File: src/rtl/rshd_pkg.sv
// Purpose: constants and types for the reset strap and host decode block
// Assumes: 25 MHz device clock, straps sampled from the memory data pins
package rshd_pkg;

  ////////////////////////////////////////////////////////////////////////////
  // strap field positions within the captured 16-bit memory data word
  localparam int STRAP_W = 16;
  localparam int STRAP_NV_HI = 15;  // nv_type_hi_strap
  localparam int STRAP_NV_LO = 14;  // nv_type_lo_strap
  localparam int STRAP_SHI = 13;    // serial host select, parallel off
  localparam int STRAP_ISA = 7;     // isa_bus_select
  localparam int STRAP_IOCFG = 6;   // io_space_cfg_decode strap
  localparam logic [15:0] STRAP_RST = 16'h0000;

  ////////////////////////////////////////////////////////////////////////////
  // card configuration register offsets, io and attribute space alike
  localparam logic [7:0] CFG_OPT_OFS = 8'h40;    // card_config_option
  localparam logic [7:0] CFG_STAT_OFS = 8'h42;   // card_config_status
  localparam logic [7:0] PIN_REPL_OFS = 8'h44;   // pin_replacement
  localparam int CFG_OPT_SRESET = 7;             // software reset bit
  localparam logic [7:0] CFG_OPT_RST = 8'h00;
  localparam logic [7:0] CFG_STAT_RST = 8'h00;
  localparam logic [7:0] PIN_REPL_RST = 8'h00;
  localparam logic [7:0] UNMAPPED_RD = 8'h00;

  // register index returned by the address decoder
  localparam logic [1:0] IDX_OPT = 2'h0;
  localparam logic [1:0] IDX_STAT = 2'h1;
  localparam logic [1:0] IDX_PREP = 2'h2;
  localparam logic [1:0] IDX_NONE = 2'h3;

  ////////////////////////////////////////////////////////////////////////////
  // serial memory clock timing
  localparam int CLK_MHZ = 25;
  localparam int NV_CLK_PERIOD_NS = 2500;  // 400 kHz
  localparam int NV_HALF_NS = NV_CLK_PERIOD_NS / 2;
  // least half period, rounded up so the rate never exceeds 400 kHz
  localparam int NV_HALF_CYC = (NV_HALF_NS * CLK_MHZ + 999) / 1000;
  localparam int NV_CNT_W = 6;
  localparam logic [5:0] NV_HALF_LAST = 6'(NV_HALF_CYC - 1);
  localparam logic [5:0] NV_CNT_RST = 6'h00;

  ////////////////////////////////////////////////////////////////////////////
  // startup sequence states
  typedef enum logic [2:0] {
    ST_CAPTURE,
    ST_LOAD_FW,
    ST_LOAD_CIS,
    ST_RUN,
    ST_HOST_WAIT,
    ST_NO_NV
  } rshd_boot_t;

endpackage : rshd_pkg

File: src/rtl/rshd_nv_if.sv
// Purpose: carrier between startup control and serial clock generator
// Assumes: one clock domain
// Notes: ctrl enables the clock, gen produces it
`timescale 1ns/1ps
interface rshd_nv_if;
  logic en;    // serial clock runs while high
  logic sclk;  // serial memory clock, registered
  modport ctrl (output en, input sclk);
  modport gen (input en, output sclk);
endinterface : rshd_nv_if

File: src/rtl/rshd_serclk.sv
// Purpose: serial nonvolatile memory clock divider
// Assumes: rst_n already synchronised, ce freezes the divider
// Notes: half period rounds up, so the rate sits just under 400 kHz
`timescale 1ns/1ps
module rshd_serclk
  import rshd_pkg::*;
(
  // clock, enable and reset
  input wire logic clk,
  input wire logic ce,
  input wire logic rst_n,
  // link to control
  rshd_nv_if.gen nv
);

  // divider state
  typedef struct packed {
    logic [NV_CNT_W-1:0] cnt;  // cycles into current half period
    logic sclk;                // clock level
  } rshd_sc_st_t;

  rshd_sc_st_t q;
  rshd_sc_st_t d;

  ////////////////////////////////////////////////////////////////////////////
  // next state: idle low when disabled so the memory sees a clean stop
  always_comb begin
    d = q;
    if (!nv.en) begin
      d.cnt = NV_CNT_RST;
      d.sclk = 1'b0;
    end else if (q.cnt == NV_HALF_LAST) begin
      d.cnt = NV_CNT_RST;
      d.sclk = ~q.sclk;
    end else begin
      d.cnt = q.cnt + 6'h01;
    end
  end

  ////////////////////////////////////////////////////////////////////////////
  // state register
  always_ff @(posedge clk or negedge rst_n) begin
    if (!rst_n) begin
      q <= '{cnt: NV_CNT_RST, sclk: 1'b0};
    end else if (ce) begin
      q <= d;
    end
  end

  assign nv.sclk = q.sclk;

endmodule : rshd_serclk

File: src/rtl/rshd_top.sv
// Purpose: reset strap capture, config register decode, startup select
// Assumes: host strobes and memory data pins synchronous to clk
// Notes: straps are re-taken while the software reset bit is set
`timescale 1ns/1ps
module rshd_top
  import rshd_pkg::*;
(
  // clock, enable and reset
  input wire logic clk,
  input wire logic ce,
  input wire logic rstn,
  // memory bus data pins, strap source
  input wire logic [15:0] md_in,
  // host register access
  input wire logic host_req,
  input wire logic host_wr,
  input wire logic host_io,
  input wire logic [7:0] host_addr,
  input wire logic [7:0] host_wdata,
  output logic [7:0] host_rdata,
  output logic host_ack,
  output logic host_hit,
  // decode status
  output logic io_space_cfg_decode,
  output logic attr_space_en,
  output logic isa_bus_select,
  output logic parallel_host_enable,
  output logic soft_reset,
  // startup sequence
  input wire logic nv_load_done,
  output logic nv_load_req,
  output logic nv_fw_copy,
  output logic nv_cis_only,
  output logic nv_unsupported,
  output logic host_wait,
  output logic nv_sclk,
  output logic [1:0] serial_nv_type
);

  ////////////////////////////////////////////////////////////////////////////
  // reset synchroniser: release through two flops
  logic [1:0] rst_sync_q;
  logic rst_n;

  always_ff @(posedge clk or negedge rstn) begin
    if (!rstn) begin
      rst_sync_q <= 2'h0;
    end else if (ce) begin
      // gated by ce so a frozen block also holds its reset release
      rst_sync_q <= {rst_sync_q[0], 1'b1};
    end
  end

  assign rst_n = rst_sync_q[1];

  ////////////////////////////////////////////////////////////////////////////
  // block state
  typedef struct packed {
    logic [STRAP_W-1:0] strap;  // captured straps
    logic cap_pend;             // first cycle after release takes straps
    rshd_boot_t st;             // startup sequence state
    logic [7:0] cfg_opt;        // card_config_option
    logic [7:0] cfg_stat;       // card_config_status
    logic [7:0] pin_repl;       // pin_replacement
    logic [7:0] rdata;          // read answer
    logic ack;                  // access done pulse
    logic hit;                  // access landed on a register
    logic io_dec;               // effective io decode
    logic attr_en;              // attribute space open
    logic isa_on;               // effective isa_bus_select
    logic phi_on;               // parallel host on
    logic load_req;             // serial memory load running
    logic fw_copy;              // large part selected
    logic cis_only;             // small part selected
    logic unsup;                // no supported serial memory
    logic hwait;                // idle, waiting for host
  } rshd_top_st_t;

  rshd_top_st_t q;
  rshd_top_st_t d;

  rshd_nv_if nv_bus ();

  ////////////////////////////////////////////////////////////////////////////
  // offset decoder, shared by read and write paths
  function automatic logic [1:0] fcr_index(input logic [7:0] a);
    case (a)
      CFG_OPT_OFS: fcr_index = IDX_OPT;
      CFG_STAT_OFS: fcr_index = IDX_STAT;
      PIN_REPL_OFS: fcr_index = IDX_PREP;
      default: fcr_index = IDX_NONE;
    endcase
  endfunction : fcr_index

  ////////////////////////////////////////////////////////////////////////////
  // next state
  always_comb begin
    logic srst;
    logic allowed;
    logic [1:0] rd_idx;
    logic [1:0] wr_idx;
    srst = 1'b0;
    allowed = 1'b0;
    rd_idx = IDX_NONE;
    wr_idx = IDX_NONE;
    d = q;
    srst = q.cfg_opt[CFG_OPT_SRESET];

    // straps follow the pins only in the cap_pend cycle and while the soft reset bit is set
    if (q.cap_pend || srst) begin
      d.strap = md_in;
      d.cap_pend = 1'b0;
      d.st = ST_CAPTURE;
    end
    // otherwise strap stays put whatever the pins do

    // decode settings from the held straps
    d.phi_on = ~q.strap[STRAP_SHI];
    d.isa_on = d.phi_on & q.strap[STRAP_ISA];
    // phi off disregards the strap, isa forces it on
    d.io_dec = d.phi_on & (d.isa_on | q.strap[STRAP_IOCFG]);
    d.attr_en = ~d.isa_on;

    // startup selection from the serial memory type straps
    case (q.st)
      ST_CAPTURE: begin
        if (!srst && !q.cap_pend) begin
          if (q.strap[STRAP_NV_HI]) begin
            d.st = ST_NO_NV;
          end else if (q.strap[STRAP_NV_LO]) begin
            d.st = ST_LOAD_CIS;
          end else begin
            d.st = ST_LOAD_FW;
          end
        end
      end
      ST_LOAD_FW: begin
        if (nv_load_done && !srst) begin
          d.st = ST_RUN;
        end
      end
      ST_LOAD_CIS: begin
        if (nv_load_done && !srst) begin
          d.st = ST_HOST_WAIT;
        end
      end
      ST_RUN, ST_HOST_WAIT, ST_NO_NV: begin
        // stay until a reset restarts the sequence
      end
      default: begin
        d.st = ST_CAPTURE;
      end
    endcase
    d.load_req = (d.st == ST_LOAD_FW) || (d.st == ST_LOAD_CIS);
    d.fw_copy = (d.st == ST_LOAD_FW) || (d.st == ST_RUN);
    d.cis_only = (d.st == ST_LOAD_CIS) || (d.st == ST_HOST_WAIT);
    d.unsup = (d.st == ST_NO_NV);
    d.hwait = (d.st == ST_HOST_WAIT);

    // host access: io needs the io decode, attribute needs it open
    d.ack = 1'b0;
    d.hit = 1'b0;
    if (host_req) begin
      d.ack = 1'b1;
      allowed = host_io ? q.io_dec : q.attr_en;
      rd_idx = allowed ? fcr_index(host_addr) : IDX_NONE;
      wr_idx = (allowed && host_wr) ? fcr_index(host_addr) : IDX_NONE;
      d.hit = (rd_idx != IDX_NONE);
      // reads return zero on a miss, writes are dropped
      case (rd_idx)
        IDX_OPT: d.rdata = q.cfg_opt;
        IDX_STAT: d.rdata = q.cfg_stat;
        IDX_PREP: d.rdata = q.pin_repl;
        default: d.rdata = UNMAPPED_RD;
      endcase
      case (wr_idx)
        IDX_OPT: d.cfg_opt = host_wdata;
        IDX_STAT: d.cfg_stat = host_wdata;
        IDX_PREP: d.pin_repl = host_wdata;
        default: begin
        end
      endcase
    end
  end

  ////////////////////////////////////////////////////////////////////////////
  // state register, frozen while ce is low
  always_ff @(posedge clk or negedge rst_n) begin
    if (!rst_n) begin
      q <= '{strap: STRAP_RST, cap_pend: 1'b1, st: ST_CAPTURE,
             cfg_opt: CFG_OPT_RST, cfg_stat: CFG_STAT_RST,
             pin_repl: PIN_REPL_RST, rdata: UNMAPPED_RD, default: 1'b0};
    end else if (ce) begin
      q <= d;
    end
  end

  ////////////////////////////////////////////////////////////////////////////
  // serial clock, runs only during a load
  assign nv_bus.en = q.load_req;

  rshd_serclk u_serclk (
    .clk(clk),
    .ce(ce),
    .rst_n(rst_n),
    .nv(nv_bus.gen)
  );

  ////////////////////////////////////////////////////////////////////////////
  // outputs, all from flops
  assign host_rdata = q.rdata;
  assign host_ack = q.ack;
  assign host_hit = q.hit;
  assign io_space_cfg_decode = q.io_dec;
  assign attr_space_en = q.attr_en;
  assign isa_bus_select = q.isa_on;
  assign parallel_host_enable = q.phi_on;
  assign soft_reset = q.cfg_opt[CFG_OPT_SRESET];
  assign nv_load_req = q.load_req;
  assign nv_fw_copy = q.fw_copy;
  assign nv_cis_only = q.cis_only;
  assign nv_unsupported = q.unsup;
  assign host_wait = q.hwait;
  assign nv_sclk = nv_bus.sclk;
  assign serial_nv_type = q.strap[STRAP_NV_HI:STRAP_NV_LO];

endmodule : rshd_top

File: config.mk
export PLATFORM = sky130hd
export DESIGN_NAME = rshd_top
export DESIGN_NICKNAME = d
export VERILOG_FILES = /design/src/rtl/rshd_pkg.sv /design/src/rtl/rshd_nv_if.sv /design/src/rtl/rshd_serclk.sv /design/src/rtl/rshd_top.sv
export SDC_FILE = /design/constraint.sdc
export NUM_CORES = 1
export LEC_CHECK = 0
export BUFFER_PORTS_ARGS = -buffer_cell sky130_fd_sc_hd__buf_2
export CAP_MARGIN = 20
export CORE_AREA = 2 2 80 82
export CTS_BUF_LIST = sky130_fd_sc_hd__clkbuf_8 sky130_fd_sc_hd__clkbuf_16
export DETAILED_ROUTE_END_ITERATION = 6
export DIE_AREA = 0 0 82 84
export GPL_TIMING_DRIVEN = 0
export PLACE_DENSITY = 0.77
export SKIP_CTS_REPAIR_TIMING = 1
export SLEW_MARGIN = 10
export SYNTH_ARGS = -nofsm -noshare
export SYNTH_HDL_FRONTEND = slang
export SYNTH_SLANG_ARGS = --single-unit
File: constraint.sdc
create_clock -name clk -period 1.87 [get_ports clk]
set_input_delay 0.374 -clock clk [delete_from_list [all_inputs] [get_ports clk]]
set_output_delay 0.374 -clock clk [all_outputs]
set_load 0.01 [all_outputs]
== Word level (Yosys, flattened, before mapping) ==
Index checks and enable logic that the tools add are counted.

* Register bits: 72

* Add/sub/neg operators: 1
* Equal/unequal tests: 20
* Mux-type cells: 17
* Bitwise gates (word level): 6
* Reductions and logical operators: 19

{| class="wikitable"
|+ Operator list
! kind !! number
|-
| $eq A8 B7 Y1 const B || 3
|-
| $pmux W8 S3 || 1
|-
| $mux W3 || 5
|-
| $eq A3 B2 Y1 const B || 4
|-
| $eq A3 B3 Y1 const B || 4
|-
| $pmux W3 S4 || 1
|-
| $mux W2 || 5
|-
| $reduce_and A3 Y1 || 3
|-
| $mux W7 || 1
|-
| $add A6 B1 Y6 const B || 1
|-
| $eq A3 B1 Y1 const B || 2
|-
| $eq A6 B5 Y1 const B || 1
|-
| $mux W6 || 1
|-
| $pmux W2 S3 || 1
|-
| $reduce_and A2 Y1 || 3
|-
| $eq A2 B1 Y1 const B || 2
|-
| $eq A2 B2 Y1 const B || 2
|-
| $logic_not A2 Y1 || 2
|-
| $logic_or A1 B1 Y1 || 4
|-
| $logic_and A1 B1 Y1 || 3
|-
| $logic_not A3 Y1 || 1
|-
| $not A1 Y1 || 3
|-
| $reduce_or A3 Y1 || 1
|-
| $and A1 B1 Y1 || 2
|-
| other kinds (5) || 7
|}

== Longest topological paths before layout ==
Gate-level depths: netlist (run 1).

* Depth after elaboration: 6
* Gate-level depth with buffers: 6
* Depth with buffers taken out: 6

== Modules after synthesis ==
Synthesis (run 1) repeated with hierarchy kept, for this count alone.

* Cells, all modules: 236
* Area, all modules: 2849.0 um^2

{| class="wikitable"
|+ By module, submodules not included
! module !! instances !! cells each !! area an instance (um^2) !! seq. area each (um^2)
|-
| rshd_top || 1 || 195 || 2452.4 || 1352.5
|-
| rshd_serclk || 1 || 41 || 396.6 || 175.2
|}

== Least setup slack after synthesis (run 1) ==
Ideal clock, no wire load.

* Path type: reg2reg
* Start: reg, netlist name rst_sync_q[1]
* End: reg rst_sync_q[1]
* Setup time: 0.074 ns
* Arrival time: 1.922 ns
* Slack: -0.126 ns
* Stages on the path, launching flop included: 2
* Buffers on the path: 0
* Period minus slack after synthesis: 1.996 ns
* Cells stage by stage: dfrtp_1 > mux2_2

{| class="wikitable"
|+ RTL lines
! item !! line !! text
|-
| to (signal assigned) || rshd_top.sv:50 || <nowiki>rst_sync_q <= {rst_sync_q[0], 1'b1};</nowiki>
|-
| to (decl) || rshd_top.sv:42 || <nowiki>logic [1:0] rst_sync_q;</nowiki>
|}

== Final worst setup path (run 1) ==
* Start: reg q (netlist bit soft_reset)
* End: reg q (netlist bit nv_load_req)

* Word-level cells in the longest chain between the ends: 6
* Elaborated cells between the ends (all ways): 12
* Classes of those cells: eq/ne: 2; mux: 5; reduce/logical: 5

{| class="wikitable"
|+ RTL lines
! item !! line !! text
|-
| from (decl) || rshd_top.sv:79 || <nowiki>rshd_top_st_t q;</nowiki>
|-
| from (signal assigned) || rshd_top.sv:190 || <nowiki>q <= '{strap: STRAP_RST, cap_pend: 1'b1, st: ST_CAPTURE,</nowiki>
|-
| $logic_or A1 B1 Y1 or $logic_not A1 Y1 (tied branches) || n/a ||
|-
| $mux W3, or another cell as far along || rshd_top.sv:110 || <nowiki>if (q.cap_pend || srst) begin</nowiki>
|-
| $mux W3, on equally long branches || rshd_top.sv:143, rshd_top.sv:127, rshd_top.sv:138 ||
|-
| $pmux W3 S4 (*) || rshd_top.sv:125 || <nowiki>case (q.st)</nowiki>
|-
| $eq A3 B1 Y1 or $eq A3 B2 Y1 (tied branches) || rshd_top.sv:154 || <nowiki>d.load_req = (d.st == ST_LOAD_FW) || (d.st == ST_LOAD_CIS);</nowiki>
|-
| $logic_or A1 B1 Y1 (*) || rshd_top.sv:154 ||
|}

Mark *: on every way between the ends. The rest lies on a longest branch, timed or not.
A chain may end at the register's enable or synchronous reset.

==> impl_metrics.yaml, run 1 <==
final_layout:
  fillers: 497
  final_core_utilization: 0.573
  nets: 339
  final-instance-count-excl-fill: 381
  drive_gt1_frac: 0.411
  n_antenna_cell: 0
  synthToLayoutAreaGrowth_pct: 23.0
grt:
  global_route.usage.total: 0.176
  grt_start_max_net_pins: 38
  grt_first_pass_wirelength_um: 9230
  vias_in_the_first_global_route: 1963
  antenna_found_initial: 0
  grt-ovfl-total: 0
pwr:
  power_frac_seq: 0.441
  p_int_w: 0.00262
  finalPower_w: 0.00356
  vdd_ir_drop_max_v: 0.000555
  power.share.combinational: 0.167
  clkPwrFrac: 0.392
  cellPowerDensity_nw_per_um2: 1020
  power.switching_w: 0.000933
  netSwitchingFraction: 0.262
  power.static_leakage_nw: 1.73
logic_synthesis:
  synth_net_count: 274
  ys_types: 42
  post_synth_instance_area_um2: 2840
  synth.area.top_cells: "dfrtp_1 53%, mux2_2 13%, mux2i_1 3.2%"
  syn_area_per_cell_um2: 12.1
  netlist.top_cell.by_area: "dfrtp_1"
  ys.warnings.count: 0
  syn-instance-count: 234
  synth_top_area_frac: 0.529
  synth-main-ff-cell: "dfrtp_1"
  synth-seq-area-share: 0.538
  ys_async_sr_fraction: 1.00
  postSynthRegisterBits: 61
  synth-edff-count: 0
timing:
  layout_worst_path_cycle_share: 0.920
  timing.final.setup_violations: 0
  hold_ws_ns: 0.238
  slew_violations: 0
  timing.max_slew.rel_slack: 0.613
  timing_worst_slew_pin_value_ns: 0.580
  rsz0062_at_grt: "false"
  finalWorstPathRequiredPeriod_ns: 1.72
  achievable-frequency_mhz: 581
  timing.clock.skew_ns: 0.00851
  finalHoldViolations: 0
clock_tree:
  cts.sink_count: 61
  cts_made_buffers: 9
  clkLatencyLatePin_ns: 0.34
  clock_tree_from_tritoncts: "built"
  clock_tree.htree_level_count: 3
  clk_pin_slew_worst_paths_ns: 0.07
  clock_tree.buffer_depth: 2
  clockRootBuffer: "clkbuf_8"
detailed_routing:
  viasPerCell: 5.24
  first_iter_violations: 136
  detailedRoute.firstPassIterationCount: 4
  route.antenna.remaining_nets: 0
  total_detailed_routing_wirelength_um: 5450
  route.detailed.drc: 0
  vias_after_detailed_routing: 1998
  detail_route.wl_per_cell_um: 14.3
worst_setup_path:
  cp_max_fo: 9
  crit-reg2reg-launch: "soft_reset$_DFFE_PN0P_"
  critPathArrivalTime_ns: 1.99
  worst-r2r-setup-slack_ns: 0.15
  critical_path.startpoint_type: "register"
  worstRegToRegCells: 6
  endpoint_kind: "register"
  worstSetupPathType: "register to register"
  crit_required_ns: 2.13
  r2r_end: "nv_load_req$_DFFE_PN0P_"
hold_path:
  min-delay-path-class: "register to async pin"
placement:
  io_buffer_count: 49
  dpl.cell_count: 361
  place.gp.congestion: 0.841
  final_hpwl_dp_um: 3970
run:
  maxCapViolCount: 0
floorplanning:
  floorplan.die.width_um: 82
  io_pins: 62
  placementRows: 29
  die_h_um: 84
  die_area_um2: 6890
  floorplan.initialDensity: 0.466
  core_area_um2: 6100
status:
  run_status: "completed"
==> flip-flops by register name, summed over array words and instances (netlist names) <==
signal	flops
soft_reset	1
nv_unsupported	1
parallel_host_enable	1
rst_sync_q	2
q	30
nv_fw_copy	1
u_serclk.nv.sclk	1
attr_space_en	1
io_space_cfg_decode	1
nv_cis_only	1
host_rdata	8
serial_nv_type	2
host_wait	1
u_serclk.q	6
host_hit	1
host_ack	1
nv_load_req	1
isa_bus_select	1
==> metal layers <==
layer | vias up | GRT usage | routed length [µm] | share of wire
met5 | - | 0 | 0 | 0
met4 | 0 | 0.0955 | 146 | 0.027
met3 | 16 | 0.0379 | 341 | 0.063
met2 | 68 | 0.244 | 2470 | 0.45
met1 | 954 | 0.254 | 2500 | 0.46
li1 | 960 | - | - | -
==> worst max-delay path by stage <==
stage / from / to / slack, ns / cells past startpoint
2_1_floorplan: ce / q[27]$_DFFE_PN0P_ / 0.08 / 6
3_3_place_gp: host_addr[5] / q[29]$_DFFE_PN0P_ / -0.19 / 5
3_5_place_dp: host_addr[5] / q[31]$_DFFE_PN0P_ / -0.22 / 5
4_1_cts: io_space_cfg_decode$_DFFE_PN0P_ / q[31]$_DFFE_PN0P_ / -0.001 / 4
5_1_grt: soft_reset$_DFFE_PN0P_ / nv_load_req$_DFFE_PN0P_ / 0.006 / 6
6_report: soft_reset$_DFFE_PN0P_ / nv_load_req$_DFFE_PN0P_ / 0.15 / 6
==> cells in the final DEF, fill, tap and decap left out, types with 2 or more instances in the layout <==
cell and instances:
a21oi_1 7, a22o_1 9, buf_12 2, buf_2 51
buf_4 13, bufinv_16 2, clkbuf_1 5, clkbuf_8 13
dfrtp_1 59, inv_1 3, mux2_1 2, mux2_2 32
mux2i_1 9, nand2_1 20, nand2b_1 4, nand3_1 6
nand4_1 2, nor2_1 8, nor2b_1 4, nor3_4 2
nor3b_4 2, o21a_1 2, o21ai_0 17, o2bb2ai_1 5
or2_2 2
==> metrics by stage <==
stage | setup WS, ns | instance area (µm²) | setup TNS [ns]
floorplan | 0.0844 | 2840 | 0
global placement | -0.186 | 3180 | -3.05
detailed placement | -0.220 | 3200 | -3.80
CTS | -0.00143 | 3450 | -0.00143
global route | 0.00603 | 3490 | 0
finish | 0.149 | 3490 | 0
==> cells in the mapped netlist, drive strengths merged, types with 2 or more instances <==
master,number
inv,3
a21oi,7
o21a,2
nor3b,2
nor2,8
o2bb2ai,5
nor4b,2
mux2i,9
dfrtp,60
nand2,21
nand3,6
buf,14
nand4,3
or2,2
nor2b,4
mux2,34
nor3,3
a22o,9
nand2b,4
clkbuf,5
o21ai,17
==> layout make-up <==
type                            count  area [µm²]  area share
Multi-Input combinational cell    151        1180       0.339
Clock inverter                      3        65.1      0.0186
Buffer                             19         115      0.0330
Timing Repair Buffer               54         310      0.0889
Sequential cell                    61        1530       0.438
Inverter                            3        11.3     0.00323
Clock buffer                       13         179      0.0513
Tap cell                           77        96.3      0.0276
==> power by group through the flow <==
stage               Clock (W)  Combinational [W]  Sequential (W)
finish                0.00139           0.000593         0.00157
global route          0.00147           0.000661         0.00159
CTS                   0.00141           0.000594         0.00157
detailed placement          0           0.000592         0.00159
global placement            0           0.000574         0.00159
floorplan                   0           0.000375         0.00160
==> critical path, cell delays in order, from the launching register on <==
cell and delay [ns]:
dfrtp_1 0.33, clkbuf_1 0.29, nor3_1 0.09, o21ai_0 0.11, nand2_1 0.13, or4_1 0.53, a31oi_1 0.17
==> cell families (layout without fill, tap and decap cells) <==
logic type,after synthesis,in the layout,synth area share
AOI/OAI and AO/OA,46,46,0.106
xor gates and xnor gates,2,2,0.00617
adders and majority gates,1,1,0.00441
buffers and inverters,22,92,0.0445
DFF,61,61,0.538
muxes,43,43,0.167
and+or+nand+nor,59,59,0.134
(Power assumes the default switching activity.)
==> inputs of run 2 (changes only) <==
- CORE_AREA: 2 2 80 82 -> 2 2 76 78
- DIE_AREA: 0 0 82 84 -> 0 0 78 80
- PLACE_DENSITY: 0.77 -> 0.81
- clock period: 1.87 -> 1.6 ns (I/O delays scaled with it)
==> run 2 against run 1 <==
Net effect:
- the flow now finishes with violations (negative setup slack)
- sequential power rose by 18%
- critical path depth is 1 lower
- total power increased by 12%
- wire length grew 14%
- sequential share of layout area down 1.9 points
- cell count shrank 0.26%
- largest cell class unchanged
==> impl_metrics.yaml, run 2 (synthesis gave the netlist of run 1 again) <==
final_layout:
  largest_register_ff_count: 30
  synthToLayoutAreaGrowth_pct: 28.6
  nets: 344
  n_antenna_cell: 0
  mostFrequentLayoutCell: "dfrtp_1"
  fillers: 395
  final_cell_mix: "57 x dfrtp_1, 50 x buf_2, 25 x mux2_4"
  drive_gt1_frac: 0.461
  sequential_cell_area_um2: 1530
  multi_input_area_um2: 1330
  regMostFlops: "q"
timing:
  layout_worst_path_cycle_share: 1.02
  timing.final.setup_violations: 18
  achievable-frequency_mhz: 611
  timing.max_slew.rel_slack: 0.563
  hold_ws_ns: 0.208
  final.setup.tns_ns: -0.429
  timing.clock.skew_ns: 0.00569
  timing_worst_slew_pin_value_ns: 0.655
  rsz0062_at_grt: "true"
  finalWorstPathRequiredPeriod_ns: 1.64
  finalHoldViolations: 0
  setup_ws_ns: -0.0354
  slew_violations: 0
detailed_routing:
  total_detailed_routing_wirelength_um: 6190
  first_iter_violations: 100
  detail_route.wl_per_cell_um: 16.3
  route.antenna.remaining_nets: 0
  route.detailed.drc: 0
  vias_after_detailed_routing: 2083
  viasPerCell: 5.48
  detailedRoute.firstPassIterationCount: 4
placement:
  dp_worst_setup_slack_ns: -0.431
  place.gp.congestion: 0.832
  final_hpwl_dp_um: 4010
  io_buffer_count: 49
floorplanning:
  placementRows: 27
  floorplan.initialDensity: 0.525
  io_pins: 62
  die_area_um2: 6240
  core_area_um2: 5410
  die_h_um: 80
  floorplan.die.width_um: 78
clock_tree:
  clock_tree.buffer_depth: 2
  clockRootBuffer: "clkbuf_8"
  cts_made_buffers: 9
  clk_pin_slew_worst_paths_ns: 0.06
  clock_tree.htree_level_count: 3
  clock_tree_from_tritoncts: "built"
  clkLatencyLatePin_ns: 0.34
  cts.sink_count: 61
grt:
  global_route.usage.total: 0.200
  grt_start_max_net_pins: 32
  vias_in_the_first_global_route: 1972
  grt_first_pass_wirelength_um: 9470
  antenna_found_initial: 0
  grt-ovfl-total: 0
pwr:
  finalPower_w: 0.00399
  cellPowerDensity_nw_per_um2: 1090
  vdd_ir_drop_max_v: 0.000839
  power.static_leakage_nw: 1.79
worst_setup_path:
  worstSetupPathType: "register to register"
  worst_path_most_repeated_cell: "mux2_4"
  critical_path.startpoint_type: "register"
  endpoint_kind: "register"
  crit_required_ns: 1.82
  critical_path.cell_chain: "mux2_4, nand4_4, nor3b_4, buf_12, mux2_4"
  worst-r2r-setup-slack_ns: -0.04
  critical-path-max-stage-delay_ns: 0.39
  critPathSlowestCell: "dfrtp_1"
  cp_max_fo: 8
  critPathArrivalTime_ns: 1.86
status:
  run_status: "finished, violations left"
  failed_checks: "negative setup slack"
hold_path:
  min-delay-path-class: "input port to register"
run:
  maxCapViolCount: 0
[run 2: changes by cell type in the layout (fill, tap and decap cells not counted), sizes merged]
cell,delta
buf,+5
bufinv,-2
clkbuf,+1
clkinv,-1
inv,+1
[run 2: critical path, delay by kind of cell, from the launching register on]
family                 cells  cell delay (ns)
buffers and inverters      1             0.17
flip-flops                 1             0.39
multiplexers               2             0.50
AND/OR/NAND/NOR            2             0.44
[run 2: worst paths after layout]
kind | from | endpoint | cells after the start
worst min register to register | rst_sync_q[1]$_DFFE_PN0P_ | host_rdata[2]$_DFFE_PN0P_ | 0
worst max-delay path | io_space_cfg_decode$_DFFE_PN0P_ | q[32]$_DFFE_PN0P_ | 5
worst max register to register | io_space_cfg_decode$_DFFE_PN0P_ | q[32]$_DFFE_PN0P_ | 5
min in group asynchronous | rst_sync_q[1]$_DFFE_PN0P_ | host_rdata[2]$_DFFE_PN0P_ | 0
worst min-delay path | md_in[14] | serial_nv_type[0]$_DFFE_PN0P_ | 2
max in group asynchronous | rst_sync_q[1]$_DFFE_PN0P_ | q[46]$_DFFE_PN1P_ | 1
[run 2: layer usage]
metal	global-route usage	part of all wire	vias to the layer above
met3	0.0520	0.051	14
met2	0.309	0.47	63
met4	0.107	0.026	0
li1	-	-	967
met1	0.260	0.45	1039
met5	0	0	-
[run 2: layout make-up]
| class | count | share of cell area |
|---|---|---|
| clock inverter | 1 | 0.00103 |
| tap | 72 | 0.0247 |
| inverter | 3 | 0.00308 |
| sequential | 61 | 0.419 |
| buffer | 19 | 0.0343 |
| multi-input combinational | 151 | 0.363 |
| timing repair buffer | 59 | 0.102 |
| clock buffer | 14 | 0.0528 |
[run 2: report_power, final]
part           internal (W)  leakage [nW]  total (W)  switching [W]
combinational      0.000392         0.873   0.000814       0.000423
sequential          0.00171         0.806    0.00186       0.000151
clock              0.000760         0.106    0.00132       0.000557
total               0.00286          1.79    0.00399        0.00113
[run 2: metrics by stage]
stage | utilization | cell area (µm²) | std cells
floorplan | - | 2870 | 234
global placement | 0.593 | 3210 | 355
detailed placement | 0.597 | 3230 | 356
CTS | 0.633 | 3420 | 371
global route | 0.676 | 3650 | 380
finish | 0.676 | 3650 | 380
==> inputs of run 3 (changes only) <==
- CORE_AREA: 2 2 76 78 -> 2 2 80 82
- CTS_BUF_LIST: sky130_fd_sc_hd__clkbuf_8 sky130_fd_sc_hd__clkbuf_16 -> sky130_fd_sc_hd__clkbuf_2
- CTS_CLUSTER_SIZE: not set -> 16
- DIE_AREA: 0 0 78 80 -> 0 0 82 84
- PLACE_DENSITY: 0.81 -> 0.74
==> run 3 against run 2 <==
Net effect:
- the flow still finishes with violations (negative setup slack)
- maximum frequency down 0.37%
- final area down 3.6%
- cell count up 2.4%
- highest routed layer unchanged
- critical path type unchanged
- first-iteration DRC count down 13%
==> impl_metrics.yaml, run 3 (synthesis gave the netlist of run 1 again) <==
status:
  run_status: "finished, violations left"
  failed_checks: "negative setup slack"
grt:
  grt_start_max_net_pins: 61
  global_route.usage.total: 0.182
  vias_in_the_first_global_route: 1979
  grt_first_pass_wirelength_um: 9340
  antenna_found_initial: 0
  grt-ovfl-total: 0
hold_path:
  holdPathEnd: "q[60]$_DFFE_PN0P_"
  worstHoldStart: "md_in[13]"
  min-delay-path-class: "input port to register"
  worstHoldPathCells: 2
floorplanning:
  placementRows: 29
  die_h_um: 84
  io_pins: 62
  core_area_um2: 6100
  floorplan.die.width_um: 82
  die_area_um2: 6890
  floorplan.initialDensity: 0.466
timing:
  finalHoldViolations: 0
  timing.final.setup_violations: 9
  rsz0062_at_grt: "true"
  achievable-frequency_mhz: 609
  timing.clock.skew_ns: 0.0110
  timing_worst_slew_pin_value_ns: 0.759
  setup_ws_ns: -0.0415
  finalWorstPathRequiredPeriod_ns: 1.64
  timing.max_slew.rel_slack: 0.494
  hold_ws_ns: 0.0704
  slew_violations: 0
  layout_worst_path_cycle_share: 1.03
pwr:
  cellPowerDensity_nw_per_um2: 985
  power.static_leakage_nw: 1.74
  finalPower_w: 0.00347
  vdd_ir_drop_max_v: 0.000484
final_layout:
  largest_register_ff_count: 30
  nets: 348
  n_antenna_cell: 0
  final_design_area_no_fill_um2: 3520
  drive_gt1_frac: 0.471
  regMostFlops: "q"
  synthToLayoutAreaGrowth_pct: 24.0
  final_cell_mix: "57 x dfrtp_1, 50 x buf_2, 21 x buf_4"
  mostFrequentLayoutCell: "dfrtp_1"
worst_setup_path:
  endpoint_kind: "register"
  critical-path-max-stage-delay_ns: 0.43
  r2r_end: "q[44]$_DFFE_PN0P_"
  critical_path.cell_chain: "buf_4, nor4b_4, a21oi_4, or3_1, a21oi_2, mux2_2"
  worstRegToRegCells: 6
  critical_path.startpoint_type: "register"
  cp_max_fo: 3
  crit_required_ns: 2.03
  worstSetupPathType: "register to register"
  critPathSlowestCell: "dfrtp_1"
  worst-r2r-setup-slack_ns: -0.04
  critPathArrivalTime_ns: 2.07
  crit-reg2reg-launch: "serial_nv_type[1]$_DFFE_PN0P_"
placement:
  io_buffer_count: 49
  place.gp.congestion: 0.842
  final_hpwl_dp_um: 4020
  placed_area_um2: 3220
detailed_routing:
  route.detailed.drc: 0
  detail_route.wl_per_cell_um: 15.5
  detailedRoute.firstPassIterationCount: 4
  first_iter_violations: 87
  vias_after_detailed_routing: 2054
  route.antenna.remaining_nets: 0
  total_detailed_routing_wirelength_um: 6020
  viasPerCell: 5.28
clock_tree:
  cts_made_buffers: 9
  clockRootBuffer: "clkbuf_2"
  clk_pin_slew_worst_paths_ns: 0.15
  clock_tree.buffer_depth: 2
  clock_tree.htree_level_count: 3
  cts.sink_count: 61
  clock_tree_from_tritoncts: "built"
  clkLatencyLatePin_ns: 0.47
run:
  maxCapViolCount: 0
## run 3: changes by cell type in the layout (fill, tap and decap cells not counted), moves of 2 or more
cell / delta
mux2_2: +8
buf_4: +5
mux2_4: -8
clkbuf_2: +12
buf_12: -3
clkinv_1: +3
clkbuf_8: -14
buf_6: +2
## run 3: layer usage
layer,track usage,wire length [µm]
met5,0,0
met4,0.0864,106
met3,0.0465,281
met2,0.271,2900
met1,0.245,2740
## run 3: critical path: cells and delay by family, from the launching register on
family	cells	cell delay, ns
compound gates	2	0.19
buf+inv	1	0.16
flops	1	0.43
mux	1	0.15
simple gates	2	0.67
## run 3: final cells by class
| cell class | count | area, µm² |
|---|---|---|
| multi-input combinational | 151 | 1310 |
| buffer | 19 | 123 |
| inverter | 3 | 11.3 |
| tap | 77 | 96.3 |
| clock inverter | 4 | 16.3 |
| clock buffer | 11 | 55.1 |
| sequential | 61 | 1530 |
| timing repair buffer | 63 | 373 |
| fill | 509 | 2570 |
## run 3: report_power, final
part / total [W] / internal (W) / switching [W]
clock: 0.000700 / 0.000193 / 0.000507
combinational: 0.000903 / 0.000451 / 0.000451
sequential: 0.00186 / 0.00170 / 0.000160
## run 3: worst max-delay path by stage
stage | slack (ns) | start | endpoint | depth (start not counted)
after detailed placement | -0.42 | host_addr[5] | q[31]$_DFFE_PN0P_ | 5
after global routing | -0.1 | serial_nv_type[1]$_DFFE_PN0P_ | q[44]$_DFFE_PN0P_ | 6
after global placement | -0.41 | host_addr[5] | q[31]$_DFFE_PN0P_ | 5
final | -0.04 | serial_nv_type[1]$_DFFE_PN0P_ | q[44]$_DFFE_PN0P_ | 6
after floorplan | -0.09 | host_addr[5] | q[27]$_DFFE_PN0P_ | 4
after CTS | -0.24 | io_space_cfg_decode$_DFFE_PN0P_ | soft_reset$_DFFE_PN0P_ | 4
## run 3: stage by stage
stage	cells	worst slack, ns	TNS (ns)	util
finish	389	-0.0415	-0.0930	0.578
detailed placement	360	-0.424	-10.17	0.528
floorplan	234	-0.0923	-1.76	-
global placement	360	-0.411	-9.57	0.527
CTS	375	-0.237	-4.86	0.539
global route	389	-0.0968	-1.00	0.578
